File: config.mk
export PLATFORM = sky130hd
export DESIGN_NAME = wpec_top
export DESIGN_NICKNAME = d
export VERILOG_FILES = /design/src/hw/wpec_pkg.sv /design/src/hw/wpec_top.sv
export SDC_FILE = /design/constraint.sdc
export NUM_CORES = 1
export LEC_CHECK = 0
export ABC_AREA = 1
export BUFFER_PORTS_ARGS = -buffer_cell sky130_fd_sc_hd__buf_4
export CAP_MARGIN = 10
export CORE_ASPECT_RATIO = 1.75
export CORE_MARGIN = 2
export CORE_UTILIZATION = 35
export DETAILED_ROUTE_END_ITERATION = 10
export MAX_ROUTING_LAYER = met4
export PLACE_DENSITY = 0.47
export SETUP_SLACK_MARGIN = 0.5
export SLEW_MARGIN = 10
export SYNTH_ARGS = -nofsm -noshare
export SYNTH_HDL_FRONTEND = slang
export SYNTH_SLANG_ARGS = --single-unit
File: constraint.sdc
create_clock -name clk -period 11.9 [get_ports clk]
set_clock_uncertainty 0.1 [all_clocks]
set_input_delay 0 -clock clk [delete_from_list [all_inputs] [get_ports clk]]
set_output_delay 0 -clock clk [all_outputs]
set_load 0.02 [all_outputs]
File: src/hw/wpec_pkg.sv
// Purpose: Shared constants and types of the wake and power event control.
// Assumes: 200 MHz standby clock, AXI4-Lite register access.
// Notes:   Register offsets are byte addresses of aligned 32-bit words.
package wpec_pkg;
   // Clock and timing
   localparam int unsigned CLK_PERIOD_NS = 5;
   localparam int unsigned RSM_DELAY_MS  = 100;
   localparam int unsigned RSM_DELAY_CYC =
      (RSM_DELAY_MS * 1000000 + CLK_PERIOD_NS - 1) / CLK_PERIOD_NS;
   localparam int unsigned PB_PULSE_MS   = 50;
   localparam int unsigned PB_PULSE_CYC  =
      PB_PULSE_MS * 1000000 / CLK_PERIOD_NS;
   localparam int unsigned CNT_W         = 25;

   // Register offsets
   localparam logic [7:0] OFS_CTRL    = 8'h00;
   localparam logic [7:0] OFS_STAT_A  = 8'h04;
   localparam logic [7:0] OFS_STAT_B  = 8'h08;
   localparam logic [7:0] OFS_EN_A    = 8'h0C;
   localparam logic [7:0] OFS_EN_B    = 8'h10;
   localparam logic [7:0] OFS_PW_IDX  = 8'h14;
   localparam logic [7:0] OFS_PW_DATA = 8'h18;
   localparam logic [7:0] OFS_INFO    = 8'h1C;
   localparam logic [1:0] RESP_OKAY   = 2'h0;
   localparam logic [1:0] RESP_SLVERR = 2'h2;

   // Wake sources: bits 3:0 in status A, bits 8:4 in status B
   localparam int unsigned N_SRC       = 9;
   localparam logic [8:0]  SRC_S3_MASK = 9'h00F;

   // Password storage
   localparam int unsigned PW_SETS   = 3;
   localparam int unsigned PW_LEN    = 15;
   localparam int unsigned PW_BYTES  = PW_SETS * PW_LEN;
   localparam logic [3:0]  PW_HI0    = 4'h0;
   localparam logic [3:0]  PW_HI1    = 4'h3;
   localparam logic [3:0]  PW_HI2    = 4'h4;
   localparam logic [7:0]  KEY_BREAK = 8'hF0;

   // Restore policy and infrared flag clear codes
   localparam logic [1:0] POL_OFF  = 2'h0;
   localparam logic [1:0] POL_ON   = 2'h1;
   localparam logic [1:0] POL_PREV = 2'h2;
   localparam logic [1:0] POL_USER = 2'h3;
   localparam logic [1:0] CIR_ARM  = 2'h3;
   localparam logic [1:0] CIR_FIRE = 2'h0;

   typedef enum logic [1:0] {
      SEQ_DOWN    = 2'h0,
      SEQ_DELAY   = 2'h1,
      SEQ_RESTORE = 2'h3,
      SEQ_UP      = 2'h2
   } wpec_seq_e;

   // Control register, bit 0 at the bottom
   typedef struct packed {
      logic [1:0] cir_clr;
      logic       user_off;
      logic [1:0] policy;
      logic       ms_single;
      logic       ms_right;
      logic       ms_any;
      logic       ms_en;
      logic       kbd_en;
      logic       kbd_any;
      logic       gen_en;
   } wpec_ctrl_s;
   localparam wpec_ctrl_s CTRL_RST = 12'h052;

   typedef struct packed {
      logic        awvalid;
      logic [7:0]  awaddr;
      logic        wvalid;
      logic [31:0] wdata;
      logic [3:0]  wstrb;
      logic        bready;
      logic        arvalid;
      logic [7:0]  araddr;
      logic        rready;
   } wpec_axi_req_s;

   typedef struct packed {
      logic        awready;
      logic        wready;
      logic        bvalid;
      logic [1:0]  bresp;
      logic        arready;
      logic        rvalid;
      logic [31:0] rdata;
      logic [1:0]  rresp;
   } wpec_axi_rsp_s;

   typedef struct packed {
      logic uart_irq;
      logic ir_irq;
      logic hwm_irq;
      logic watchdog_timeout_event;
      logic uart_ring_indicate;
      logic consumer_infrared;
      logic wake_capable_gpio;
   } wpec_src_s;

   typedef struct packed {
      logic       kbd_valid;
      logic [7:0] kbd_byte;
      logic       ms_valid;
      logic       ms_left;
      logic       ms_right;
      logic       ms_move;
   } wpec_ps2_s;

   typedef struct packed {
      wpec_axi_rsp_s                 rsp;
      logic                          awf;
      logic                          wf;
      logic [7:0]                    awa;
      logic [31:0]                   wd;
      logic [3:0]                    ws;
      wpec_ctrl_s                    ctrl;
      logic [N_SRC-1:0]              stat;
      logic [N_SRC-1:0]              en;
      logic [7:0]                    pw_idx;
      logic [PW_BYTES-1:0][7:0]      pw;
      logic [PW_SETS-1:0][3:0]       ptr;
      logic                          anybrk;
      logic [1:0]                    ms_prev;
      logic                          ms_cnt;
      logic                          gpio_q;
      logic                          cir_flag;
      logic                          cir_arm;
      logic                          prev_on;
      logic                          mains_q;
      wpec_seq_e                     seq;
      logic [CNT_W-1:0]              cnt;
      logic [CNT_W-1:0]              pb_cnt;
      logic                          wake_n;
      logic                          pbo_n;
      logic                          son_n;
      logic                          rsm_n;
   } wpec_st_s;

   localparam wpec_st_s ST_RST = '{ctrl: CTRL_RST, seq: SEQ_DOWN,
      wake_n: 1'b1, pbo_n: 1'b1, son_n: 1'b1, default: '0};
endpackage : wpec_pkg

File: src/hw/wpec_top.sv
// Purpose: Wake event collection, power button pass-through, AC restore
//          policy and resume reset timing on the standby domain.
// Assumes: All pin inputs synchronous to clk; keyboard bytes and mouse
//          packets arrive as one-cycle valid strobes.
// Notes:   Outputs are registered, so every pin follows one cycle late.
// How it works
// - Global wake enable low keeps the wake line high regardless of sources.
// - Each wake source has its own sticky flag over two status registers.
// - Writing one to a status flag clears it; software clears before enabling.
// - Two enable registers, one bit per source, gate the wake line.
// - Mouse, keyboard, GPIO, infrared, UART, IR, monitor, watchdog, ring.
// - All sources work awake; only mouse, keyboard, GPIO, infrared in S3-S5.
// - The wake line to the chipset can wake from S1 through S5.
// - Power button out follows power button in low, for the same length.
// - Restore policy: 00 off, 01 on, 10 previous state, 11 software state.
// - Under software policy a bit picks the state: 0 on, 1 off.
// - Previous state is sampled from the S3 sleep signal as main power falls.
// - A qualifying key or mouse event in S3-S5 pulses the power button output low.
// - Keyboard wake works only while its enable bit is one.
// - Three password sets reached through an index and a data register.
// - Each key is a make byte then an F0 prefix and the make byte.
// - Mouse wake works only while its enable bit is one.
// - Three mouse select bits choose activity, one click or two clicks.
// - Resume reset rises 100 to 200 ms after standby power is valid.
// - Resume reset drops at once when standby power goes invalid.
// - Infrared flag is one after a wake; write 11b then 00b to clear it.
//
// The AXI4-Lite register port and the register addresses were chosen for this implementation.
`timescale 1ns/1ps
`default_nettype none
module wpec_top import wpec_pkg::*; #(
   parameter int unsigned RSM_CYC = RSM_DELAY_CYC,
   parameter int unsigned PB_CYC  = PB_PULSE_CYC
) (
   input  wire logic          clk,
   input  wire logic          nrst,
   input  wire wpec_axi_req_s axi_req,
   output var  wpec_axi_rsp_s axi_rsp,
   input  wire wpec_src_s     src,
   input  wire wpec_ps2_s     ps2,
   input  wire logic          power_button_in_n,
   input  wire logic          sleep_state3_n,
   input  wire logic          main_supply_ok,
   input  wire logic          standby_supply_ok,
   output logic               wake_event_out_n,
   output logic               power_button_out_n,
   output logic               supply_on_n,
   output logic               resume_reset_n
);

   wpec_st_s    s;
   wpec_st_s    n;
   logic        wr;
   logic [32:0] wold;
   logic [32:0] rv;
   logic [31:0] wm;
   logic [31:0] cm;
   logic [6:0]  slot;
   logic [8:0]  set;
   logic [8:0]  clr;
   logic        kb_hit;
   logic        ms_hit;
   logic        cl;
   logic        cr;
   logic        ck;
   logic        turn_on;
   logic [5:0]  pi;
   logic [3:0]  np;

   // Password index to storage slot; bit 6 flags a mapped index
   function automatic logic [6:0] pw_slot(input logic [7:0] idx);
      if (idx[3:0] == 4'hF) return 7'h00;
      if (idx[7:4] == PW_HI0) return {3'h4, idx[3:0]};
      if (idx[7:4] == PW_HI1) return {1'b1, 6'(PW_LEN) + {2'h0, idx[3:0]}};
      if (idx[7:4] == PW_HI2) return {1'b1, 6'(2 * PW_LEN) + {2'h0, idx[3:0]}};
      return 7'h00;
   endfunction : pw_slot

   // Byte-lane merge for partial writes
   function automatic logic [31:0] merge(input logic [31:0] o,
                                         input logic [31:0] d,
                                         input logic [3:0]  st);
      logic [31:0] r;
      r = o;
      for (int i = 0; i < 4; i++) begin
         if (st[i]) r[i*8 +: 8] = d[i*8 +: 8];
      end
      return r;
   endfunction : merge

   // Register read view; bit 32 marks an unmapped address
   function automatic logic [32:0] rd_val(input logic [7:0] a);
      logic [6:0] sl;
      sl = pw_slot(s.pw_idx);
      unique case (a)
         OFS_CTRL:    return {21'h0, s.ctrl};
         OFS_STAT_A:  return {29'h0, s.stat[3:0]};
         OFS_STAT_B:  return {28'h0, s.stat[8:4]};
         OFS_EN_A:    return {29'h0, s.en[3:0]};
         OFS_EN_B:    return {28'h0, s.en[8:4]};
         OFS_PW_IDX:  return {25'h0, s.pw_idx};
         OFS_PW_DATA: return {25'h0, sl[6] ? s.pw[sl[5:0]] : 8'h00};
         OFS_INFO:    return {29'h0, s.seq, s.prev_on, s.cir_flag};
         default:     return {1'b1, 32'h0};
      endcase
   endfunction : rd_val

   // Next-state logic of the whole block
   always_comb begin
      n       = s;
      set     = '0;
      clr     = '0;
      kb_hit  = 1'b0;
      ms_hit  = 1'b0;
      turn_on = 1'b0;
      pi      = '0;
      np      = '0;
      rv      = '0;
      slot    = pw_slot(s.pw_idx);
      wold    = rd_val(s.awa);
      wm      = merge(wold[31:0], s.wd, s.ws);
      cm      = merge(32'h0, s.wd, s.ws);
      wr      = s.awf & s.wf & ~s.rsp.bvalid;

      // Bus responses retire on their handshake
      if (s.rsp.bvalid && axi_req.bready) n.rsp.bvalid = 1'b0;
      if (s.rsp.rvalid && axi_req.rready) n.rsp.rvalid = 1'b0;

      // Address and data both held: commit the write
      if (wr) begin
         n.awf         = 1'b0;
         n.wf          = 1'b0;
         n.rsp.bvalid  = 1'b1;
         n.rsp.bresp   = wold[32] ? RESP_SLVERR : RESP_OKAY;
         unique case (s.awa)
            OFS_CTRL:    n.ctrl = wpec_ctrl_s'(wm[11:0]);
            OFS_STAT_A:  clr[3:0] = cm[3:0];
            OFS_STAT_B:  clr[8:4] = cm[4:0];
            OFS_EN_A:    n.en[3:0] = wm[3:0];
            OFS_EN_B:    n.en[8:4] = wm[4:0];
            OFS_PW_IDX:  n.pw_idx = wm[7:0];
            OFS_PW_DATA: begin
               if (slot[6]) n.pw[slot[5:0]] = wm[7:0];
            end
            default: ;
         endcase
      end
      if (axi_req.awvalid && s.rsp.awready) begin
         n.awf = 1'b1;
         n.awa = axi_req.awaddr;
      end
      if (axi_req.wvalid && s.rsp.wready) begin
         n.wf = 1'b1;
         n.wd = axi_req.wdata;
         n.ws = axi_req.wstrb;
      end
      if (axi_req.arvalid && s.rsp.arready) begin
         rv          = rd_val(axi_req.araddr);
         n.rsp.rvalid = 1'b1;
         n.rsp.rdata  = rv[31:0];
         n.rsp.rresp  = rv[32] ? RESP_SLVERR : RESP_OKAY;
      end
      // One write and one read in flight; ready drops while answering
      n.rsp.awready = ~n.awf & ~n.rsp.bvalid;
      n.rsp.wready  = ~n.wf & ~n.rsp.bvalid;
      n.rsp.arready = ~n.rsp.rvalid;

      // Keyboard matcher: any key or stored password sequences
      if (ps2.kbd_valid && s.ctrl.kbd_en) begin
         if (s.ctrl.kbd_any) begin
            // A byte after the break prefix is a release, not a press
            kb_hit   = (ps2.kbd_byte != KEY_BREAK) && !s.anybrk;
            n.anybrk = (ps2.kbd_byte == KEY_BREAK);
         end else begin
            for (int i = 0; i < PW_SETS; i++) begin
               pi = 6'(i * PW_LEN);
               // Stored bytes are make, F0, make per key, compared literally
               if (ps2.kbd_byte == s.pw[pi + 6'(s.ptr[i])]) begin
                  np = s.ptr[i] + 4'h1;
               end else if (ps2.kbd_byte == s.pw[pi]) begin
                  np = 4'h1;
               end else begin
                  np = 4'h0;
               end
               n.ptr[i] = np;
               // Zero byte ends a short password; empty set never matches
               if (s.pw[pi] != 8'h00 && (np == 4'(PW_LEN) ||
                   (np != 4'h0 && s.pw[pi + 6'(np)] == 8'h00))) begin
                  kb_hit = 1'b1;
               end
            end
            if (kb_hit) n.ptr = '0;
         end
      end

      // Mouse matcher: clicks are rising button edges between packets
      cl = ps2.ms_valid & ps2.ms_left & ~s.ms_prev[0];
      cr = ps2.ms_valid & ps2.ms_right & ~s.ms_prev[1];
      ck = s.ctrl.ms_right ? cr : cl;
      if (ps2.ms_valid) n.ms_prev = {ps2.ms_right, ps2.ms_left};
      if (s.ctrl.ms_en) begin
         if (s.ctrl.ms_any) begin
            ms_hit = s.ctrl.ms_single ?
                     (cl | cr | (ps2.ms_valid & ps2.ms_move)) : (cl | cr);
         end else if (s.ctrl.ms_single) begin
            ms_hit = ck;
         end else begin
            // No time window between the two clicks; kept simple
            ms_hit = ck & s.ms_cnt;
            if (ck) n.ms_cnt = ~s.ms_cnt;
         end
      end

      // Wake sources into sticky flags; set wins over a clear
      set = {src.uart_ring_indicate, src.watchdog_timeout_event,
             src.hwm_irq, src.ir_irq, src.uart_irq,
             src.consumer_infrared, src.wake_capable_gpio ^ s.gpio_q,
             kb_hit, ms_hit};
      n.gpio_q = src.wake_capable_gpio;
      if (!sleep_state3_n) set = set & SRC_S3_MASK;
      n.stat = (s.stat & ~clr) | set;
      // Wake line toward the chipset, live in every sleep state
      n.wake_n = ~(s.ctrl.gen_en & (|(n.stat & n.en)));

      // Infrared wake flag: arm on 11b, clear on following 00b
      if (s.ctrl.cir_clr == CIR_ARM) begin
         n.cir_arm = 1'b1;
      end else if (s.ctrl.cir_clr == CIR_FIRE && s.cir_arm) begin
         n.cir_arm  = 1'b0;
         n.cir_flag = 1'b0;
      end
      if (src.consumer_infrared) n.cir_flag = 1'b1;

      // Remember on/off state as main power collapses
      n.mains_q = main_supply_ok;
      if (s.mains_q && !main_supply_ok) n.prev_on = sleep_state3_n;
      n.son_n = ~sleep_state3_n;

      // Resume reset sequence and restore decision
      unique case (s.seq)
         SEQ_DOWN: begin
            n.cnt = '0;
            if (standby_supply_ok) n.seq = SEQ_DELAY;
         end
         SEQ_DELAY: begin
            n.cnt = s.cnt + CNT_W'(1);
            if (s.cnt == CNT_W'(RSM_CYC - 1)) n.seq = SEQ_RESTORE;
         end
         SEQ_RESTORE: begin
            n.seq = SEQ_UP;
            unique case (s.ctrl.policy)
               POL_OFF:  turn_on = 1'b0;
               POL_ON:   turn_on = 1'b1;
               POL_PREV: turn_on = s.prev_on;
               POL_USER: turn_on = ~s.ctrl.user_off;
            endcase
         end
         SEQ_UP: ;
      endcase
      if (!standby_supply_ok) n.seq = SEQ_DOWN;
      n.rsm_n = (n.seq == SEQ_RESTORE) || (n.seq == SEQ_UP);

      // Power button: pass-through plus a fixed wake pulse
      if (((kb_hit || ms_hit) && !sleep_state3_n) || turn_on) begin
         n.pb_cnt = CNT_W'(PB_CYC);
      end else if (s.pb_cnt != '0) begin
         n.pb_cnt = s.pb_cnt - CNT_W'(1);
      end
      n.pbo_n = power_button_in_n & (n.pb_cnt == '0);
   end

   // Single state register
   always_ff @(posedge clk or negedge nrst) begin
      if (!nrst) begin
         s <= ST_RST;
      end else begin
         s <= n;
      end
   end

   // Every output straight from the state register
   assign axi_rsp            = s.rsp;
   assign wake_event_out_n   = s.wake_n;
   assign power_button_out_n = s.pbo_n;
   assign supply_on_n        = s.son_n;
   assign resume_reset_n     = s.rsm_n;
endmodule : wpec_top
`default_nettype wire

Yosys cells after proc, flatten, opt, wreduce, memory -nomap -nowiden
Cells that the tools add are included.

cells by class
  $add $sub $neg = 11
  order comparisons = 9
  eq/ne operators = 39
  mux-type cells = 116
  bitwise gates (word level) = 33
  reduce and logical (&&, ||, !) cells = 55

operators with widths
  operator                                              number
  2-to-1 mux 360 bit                                    2
  case mux 33 bit (8 select lines)                      2
  2-to-1 mux 377 bit                                    1
  bitwise mux 360 bit                                   1
  binary-select mux 8 bit (select 6 bit)                6
  2-to-1 mux 8 bit                                      13
  2-to-1 mux 7 bit                                      13
  binary-select mux 8 bit (select 4 bit)                2
  equality test 8 x 5 -> 1 bit (second input constant)  8
  2-to-1 mux 25 bit                                     2
  case mux 25 bit (2 select lines)                      1
  demux 8 bit (select 6 bit)                            1
  equality test 8 bit                                   6
  2-to-1 mux 4 bit                                      12
  2-to-1 mux 1 bit                                      43
  logical NOT 8 bit                                     5
  2-to-1 mux 35 bit                                     1
  2-to-1 mux 33 bit                                     1
  equality test 8 x 4 -> 1 bit (second input constant)  4
  < comparator 6 x 7 -> 1 bit (second input constant)   4
  adder 25 x 1 -> 25 bit (second input constant)        1
  equality test 25 bit (second input constant)          1
  logical NOT 25 bit                                    1
  nonzero test 25 bit                                   1
  42 further kinds                                      131

storage, ports and cells
  register bits = 540
  input port bits = 83
  output and inout port bits = 45
  logic and storage cells = 353

Logic depth before layout (Yosys ltp)
Gate-level depths: netlist (run 1).

  word-level depth = 26
  mapped depth = 48

Least setup slack after synthesis (run 1)
Ideal clock, no wire load.

  path kind = flip-flop to flip-flop
  from = register s[74] (netlist name)
  to = register s, in the netlist power_button_out_n
  library setup time = 0.067 ns
  arrival time = 5.145 ns
  data required time = 11.733 ns
  setup slack = 6.588 ns
  cell stages (with the launch flop) = 44
  buffers on the path = 7
  path through = dfrtp_1 buf_6 inv_2 buf_6 buf_2 ha_1 ha_1 buf_2 inv_1 clkbuf_1 nor2_1 o211ai_1 nand3_1 nand3_1 nand3_1 nand2_1 nand2_1 nor2_8 [... 8 more ...] nand2_1 nor2_1 nand2_1 nor2_1 nor2_1 nor2_1 nand2_1 nand2_1 nand2_1 nand2_2 nand2_2 nand3_2 nand2_4 nand3_1 nand2_1 nor2_1 nand2_1 nor2_1

RTL lines
  what                    line             text
  start, declared         wpec_top.sv:51   wpec_st_s s;
  start signal, assigned  wpec_top.sv:277  s <= n;

==> results of run 1 <==
final cells by class:
class | instances | area [um^2] | share of cell area (%)
Timing Repair Buffer | 247 | 2100 | 5.52
Multi-Input combinational cell | 3623 | 17900 | 47.1
Clock buffer | 73 | 1540 | 4.06
Clock inverter | 28 | 323 | 0.848
Tap cell | 1300 | 1630 | 4.27
Inverter | 407 | 1540 | 4.05
Antenna cell | 5 | 12.5 | 0.0329
Sequential cell | 518 | 13000 | 34.1
report_power, final:
group | leakage, nW | switching (mW) | total (mW) | internal, mW
sequential | 6.94 | 0.106 | 1.95 | 1.84
combinational | 8.78 | 2.05 | 2.67 | 0.621
clock | 0.912 | 0.832 | 1.84 | 1.01
total | 16.6 | 2.99 | 6.46 | 3.47
stage by stage:
| stage | utilization (%) | std cells |
|---|---|---|
| after global routing | 39.4 | 6200 |
| after floorplan | - | 4876 |
| after CTS | 39.4 | 6194 |
| after detailed placement | 36.5 | 6004 |
| after global placement | 36.5 | 6004 |
| final | 39.4 | 6201 |
layer usage:
layer	global-route usage (%)	vias up	part of all wire [%]
met2	62.6	1847	49
li1	-	16500	-
met5	-	-	0
met4	35.5	0	12
met1	37.4	17600	33
met3	6.04	764	6.2
worst max-delay path: cells and delay by family (launching register included):
| family | cells | cell delay [ps] |
|---|---|---|
| and+or+nand+nor | 23 | 3900 |
| buffers and inverters | 6 | 2140 |
| DFF | 1 | 1010 |
| adders and majority gates | 2 | 960 |
| AOI/OAI and AO/OA | 6 | 670 |
worst paths after layout:
path / startpoint / end / cells past startpoint
worst max-delay path: s[69]$_DFFE_PN0P_ / s[24]$_DFF_PN0_ / 37
worst min register to register: s[463]$_DFFE_PN0P_ / wake_event_out_n$_DFF_PN1_ / 1
worst min-delay path: axi_req[25] / s[489]$_DFFE_PN0P_ / 4
max in group asynchronous: nrst / async pin / 6
min in group asynchronous: nrst / s[467]$_DFFE_PN1P_ / 3
worst max register to register: s[69]$_DFFE_PN0P_ / s[24]$_DFF_PN0_ / 37
logic make-up (layout without fill, tap and decap cells):
family | Yosys count | after routing | share of synthesized area, %
simple gates | 2190 | 2190 | 27.7
compound gates | 1327 | 1327 | 21.9
buf+inv | 735 | 755 | 9.60
flops | 518 | 518 | 38.2
xor+xnor | 51 | 51 | 1.45
fa+ha+maj | 19 | 19 | 0.699
mux | 14 | 14 | 0.464
other cells | 1 | 27 | 0.0110
layout by cell type, fill, tap and decap left out, types with 33 or more instances in the layout:
cell type / netlist / final
a21oi_1: 628 / 628
buf_4: 60 / 156
clkbuf_16: 0 / 55
dfrtp_1: 512 / 509
dlygate4sd3_1: 0 / 88
inv_1: 383 / 381
nand2_1: 815 / 813
nand3_1: 446 / 443
nand4_1: 53 / 53
nor2_1: 715 / 714
nor3_1: 51 / 50
nor4_1: 43 / 43
o211ai_1: 58 / 58
o21ai_0: 295 / 294
o21ai_1: 34 / 35
o22ai_1: 179 / 179
xor2_1: 33 / 33
cells in the mapped netlist (all sizes together) (2+ instances only):
cell	n
o31ai	7
inv	402
nor4	43
nand4	53
o21ai	329
or2	19
clkbuf	130
nand3b	5
or4	4
o32ai	7
a2111oi	3
nand2	831
xor2	35
a31oi	21
nand3	456
a32o	2
a22oi	2
dfrtp	512
nor2	721
xnor2	16
o2111ai	16
clkinv	5
mux2	14
and3	3
buf	198
o22ai	179
o221ai	16
ha	19
a221oi	5
a21oi	630
nor3	54
o41ai	38
dfstp	6
o211ai	58
a211oi	6
==> results.yml, run 1 <==
run_status:
  status: "completed"
yosys:
  netlist_area_um2: 34000
  yosys.cell_types.count: 65
  synth_edf_count: 0
  async_reset_ff_share_pct: 100
  ys_seq_area_share_pct: 38.2
  syn_inst: 4855
  ys_ff_latch: 518
  synth_area_leader_cell: "dfrtp_1"
  yosys-top-cells-area: "dfrtp_1, a21oi_1, nand2_1"
  avgSynthCellArea_um2: 7.00
  synth.top_cell.area_share_pct: 37.7
  synth_flop_cell: "dfrtp_1"
  yosysWarnings: 0
global_routing:
  grt_pass1_wl_um: 261000
  grt.total_usage_pct: 37.7
  grt_max_degree: 88
  grt_pass1_vias: 35900
  antenna_found_initial: 4
  grt_overflow_total: 0
placed_design:
  portBuffers: 83
  dpl_worst_slack_ps: 3390
  dp_hpwl_um: 129000
  gp_congestion: 1.03
  dpl-instance-area_um2: 35200
pwr:
  vdd_drop_max_mv: 0.135
  p_leak_nw: 16.6
  power_density_nw_per_um2: 170
  fin_total_pwr_mw: 6.46
timing:
  relSlewSlack_pct: 1.76
  setup_viol: 0
  final-max-slew-violation-count: 0
  finalHoldViolations: 0
  worst_slack_ps: 2930
  holdWs_ps: 8.97
  clock.fmax_ghz: 0.111
  period_needed_ps: 8970
  rsz0062_at_grt: "no"
  worstMarginPinSlew_ps: 1470
  timing.final.crit_share_pct: 75.4
  final.setup.tns_ps: 0
clocking:
  cts_sinks: 518
  cts_tree: "built"
  clockRootBuffer: "clkbuf_16"
  cts_hold_buf: 89
  cts_buffer_depth: 3
  h-tree-depth: 2
  numCtsBuffers: 55
  clkTransAtPathRegs_ps: 70
  cts_resized: 0
  clock_latency_ps: 710
  postCtsSetupBuffers: 0
worst_setup_path:
  cp.required_ps: 12430
  critPathMostFrequentCell: "nand2_1"
  worst_setup_path_start_kind: "flop"
  regToRegSetupSlack_ps: 2930
  path_max_fanout: 77
  critPathMaxStageDelay_ps: 1010
  criticalPathCategory: "flop to flop"
  critPathCaptureType: "flop"
  cp.arrival_ps: 9510
  cp_slowest_cell: "dfrtp_4"
floorplanning:
  dieArea_um2: 99700
  placementRows: 151
  coreArea_um2: 96500
  initial_core_util_pct: 35.2
  die-height_um: 416
  die_w_um: 240
  ioPinCount: 128
finish:
  finalInstanceArea_um2: 38100
  area_growth_pct: 12.0
  fin_nets: 4954
  drive_gt1_share_pct: 7.41
  fillCellCount: 10400
route:
  wl_per_cell_um: 29.7
  ant_nets: 0
  drc_errors: 0
  dr.first_iter.drc_count: 3586
  vias_per_cell: 5.93
  num_vias: 36800
  wl_um: 184000
  dr.pass1.iters: 7
run:
  maxCapViolations: 0
min_path:
  hold_class: "input pin to flop"
(Power assumes the default switching activity.)
==> run 2: changes to the inputs <==
Clock period 11.9 ns to 8.7 ns, I/O delays scaled along.
==> run 2 against run 1 <==
  * Maximum frequency is 21% higher
  * Design area is 0.75% higher
  * Worst hold slack better by 21 ps
  * Cell count is 0.19% higher
  * Die area stayed put
  * Global-route usage is 0.47 points lower
==> results.yml, run 2 (synthesis results as in run 1) <==
placed_design:
  gp_congestion: 1.06
  dp_hpwl_um: 130000
  portBuffers: 83
timing:
  clock.fmax_ghz: 0.135
  final.setup.tns_ps: 0
  period_needed_ps: 7390
  final-max-slew-violation-count: 0
  holdWs_ps: 30.4
  finalHoldViolations: 0
  worstMarginPinSlew_ps: 1350
  rsz0062_at_grt: "no"
  relSlewSlack_pct: 8.90
  setup_viol: 0
  timing.final.crit_share_pct: 85.0
worst_setup_path:
  critPathTopFamily: "simple AND/OR/NAND/NOR gates"
  criticalPathCategory: "flop to flop"
  cp_slowest_cell: "ha_2"
  reg2reg_depth: 37
  timing.rr.start: "s[70]$_DFFE_PN0P_"
  critPathMaxStageDelay_ps: 820
  crit-reg2reg-capture: "s[24]$_DFF_PN0_"
  worst_setup_path_start_kind: "flop"
  cp.arrival_ps: 7840
  critPathCaptureType: "flop"
  critPathMostFrequentCell: "nand2_1"
  cp.required_ps: 9140
  regToRegSetupSlack_ps: 1310
  crit_buf_inv: 8
  path_max_fanout: 23
pwr:
  swShare_pct: 45.2
  power_density_nw_per_um2: 233
  p_switching_mw: 4.04
  p_leak_nw: 16.8
  pwr-share-seq_pct: 29.6
  vdd_drop_max_mv: 0.170
  p_comb_share_pct: 41.1
  p_int_mw: 4.91
  clockPowerShare_pct: 29.3
floorplanning:
  initial_core_util_pct: 35.2
  dieArea_um2: 99700
  coreArea_um2: 96500
  placementRows: 151
  ioPinCount: 128
  die_w_um: 240
  die-height_um: 416
finish:
  most-common-layout-cells: "nand2_1, nor2_1, a21oi_1"
  area_growth_pct: 12.8
  fin_nets: 4967
  drive_gt1_share_pct: 7.84
  final_common_cell: "nand2_1"
clocking:
  clkTransAtPathRegs_ps: 70
  cts_sinks: 518
  postCtsSetupBuffers: 0
  clockRootBuffer: "clkbuf_16"
  cts_buffer_depth: 3
  h-tree-depth: 2
  cts_tree: "built"
  clock_latency_ps: 670
  cts_resized: 0
  numCtsBuffers: 55
global_routing:
  grt_pass1_vias: 36300
  grt_max_degree: 231
  grt_pass1_wl_um: 258000
  grt_overflow_total: 0
  grt.total_usage_pct: 37.2
  antenna_found_initial: 3
route:
  wl_met3_um: 11300
  ant_nets: 0
  wl_met1_um: 60500
  routed.top_layer: "met4"
  vias_per_cell: 5.92
  dr_wl_met2_um: 88400
  dr.pass1.iters: 6
  wl_um: 182000
  num_vias: 36800
  drc_errors: 0
  wl_per_cell_um: 29.3
  dr.first_iter.drc_count: 3709
run:
  maxCapViolations: 0
min_path:
  holdPathStages: 4
  hold_start: "axi_req[26]"
  min_to: "s[490]$_DFFE_PN0P_"
  hold_class: "input pin to flop"
run_status:
  status: "completed"
## run 2: how the worst max path moves through the flow
stage / start / end / slack [ps] / cells after the start
6_report: s[70]$_DFFE_PN0P_ / s[24]$_DFF_PN0_ / 1310 / 37
4_1_cts: s[70]$_DFFE_PN0P_ / s[27]$_DFF_PN0_ / 1540 / 37
3_3_place_gp: s[70]$_DFFE_PN0P_ / s[13]$_DFF_PN0_ / 1620 / 37
5_1_grt: s[70]$_DFFE_PN0P_ / s[13]$_DFF_PN0_ / 810 / 37
3_5_place_dp: s[70]$_DFFE_PN0P_ / s[27]$_DFF_PN0_ / 1530 / 37
2_1_floorplan: s[74]$_DFFE_PN0P_ / power_button_out_n$_DFF_PN1_ / 3390 / 43
## run 2: power groups by stage
stage	logic, mW	clock network, mW	registers [mW]
CTS	3.50	2.68	2.65
global route	3.77	2.76	2.66
detailed placement	3.44	0	2.69
floorplan	1.82	0	2.62
finish	3.68	2.62	2.65
global placement	3.44	0	2.69
## run 2: cell type report
| cell class | count | area [um^2] |
|---|---|---|
| Inverter | 407 | 1540 |
| Timing Repair Buffer | 260 | 2280 |
| Clock buffer | 76 | 1580 |
| Antenna cell | 3 | 7.51 |
| Clock inverter | 26 | 384 |
| Multi-Input combinational cell | 3623 | 18000 |
| Sequential cell | 518 | 13000 |
| Fill cell | 10300 | 58200 |
| Tap cell | 1300 | 1630 |
## run 2: metrics by stage
step	instance area (um^2)	instances	utilization, %	setup slack (ps)	total power [mW]
after floorplan	34100	4876	-	3390	4.44
after global placement	35500	6023	36.8	1620	6.12
after detailed placement	35500	6023	36.8	1530	6.13
after CTS	38300	6208	39.7	1540	8.83
after global routing	38300	6213	39.7	807	9.19
final	38300	6213	39.7	1310	8.95
## run 2: what timing repair did
item | in CTS | in global routing
hold buffers | 83 | 0
hold endpoints to repair | 175 | 0
setup endpoints to repair | 0 | 0
## run 2: per-layer routing
layer / vias up / global-route usage, %
li1: 16600 / -
met1: 17500 / 36.4
met2: 1904 / 61.3
met3: 826 / 6.15
met4: 0 / 37.3
met5: - / -
## run 2: worst min-delay path, stage by stage
cell           delay [ps]
dlygate4sd3_1         530
buf_4                 100
nor2_1                 30
a21oi_1                90
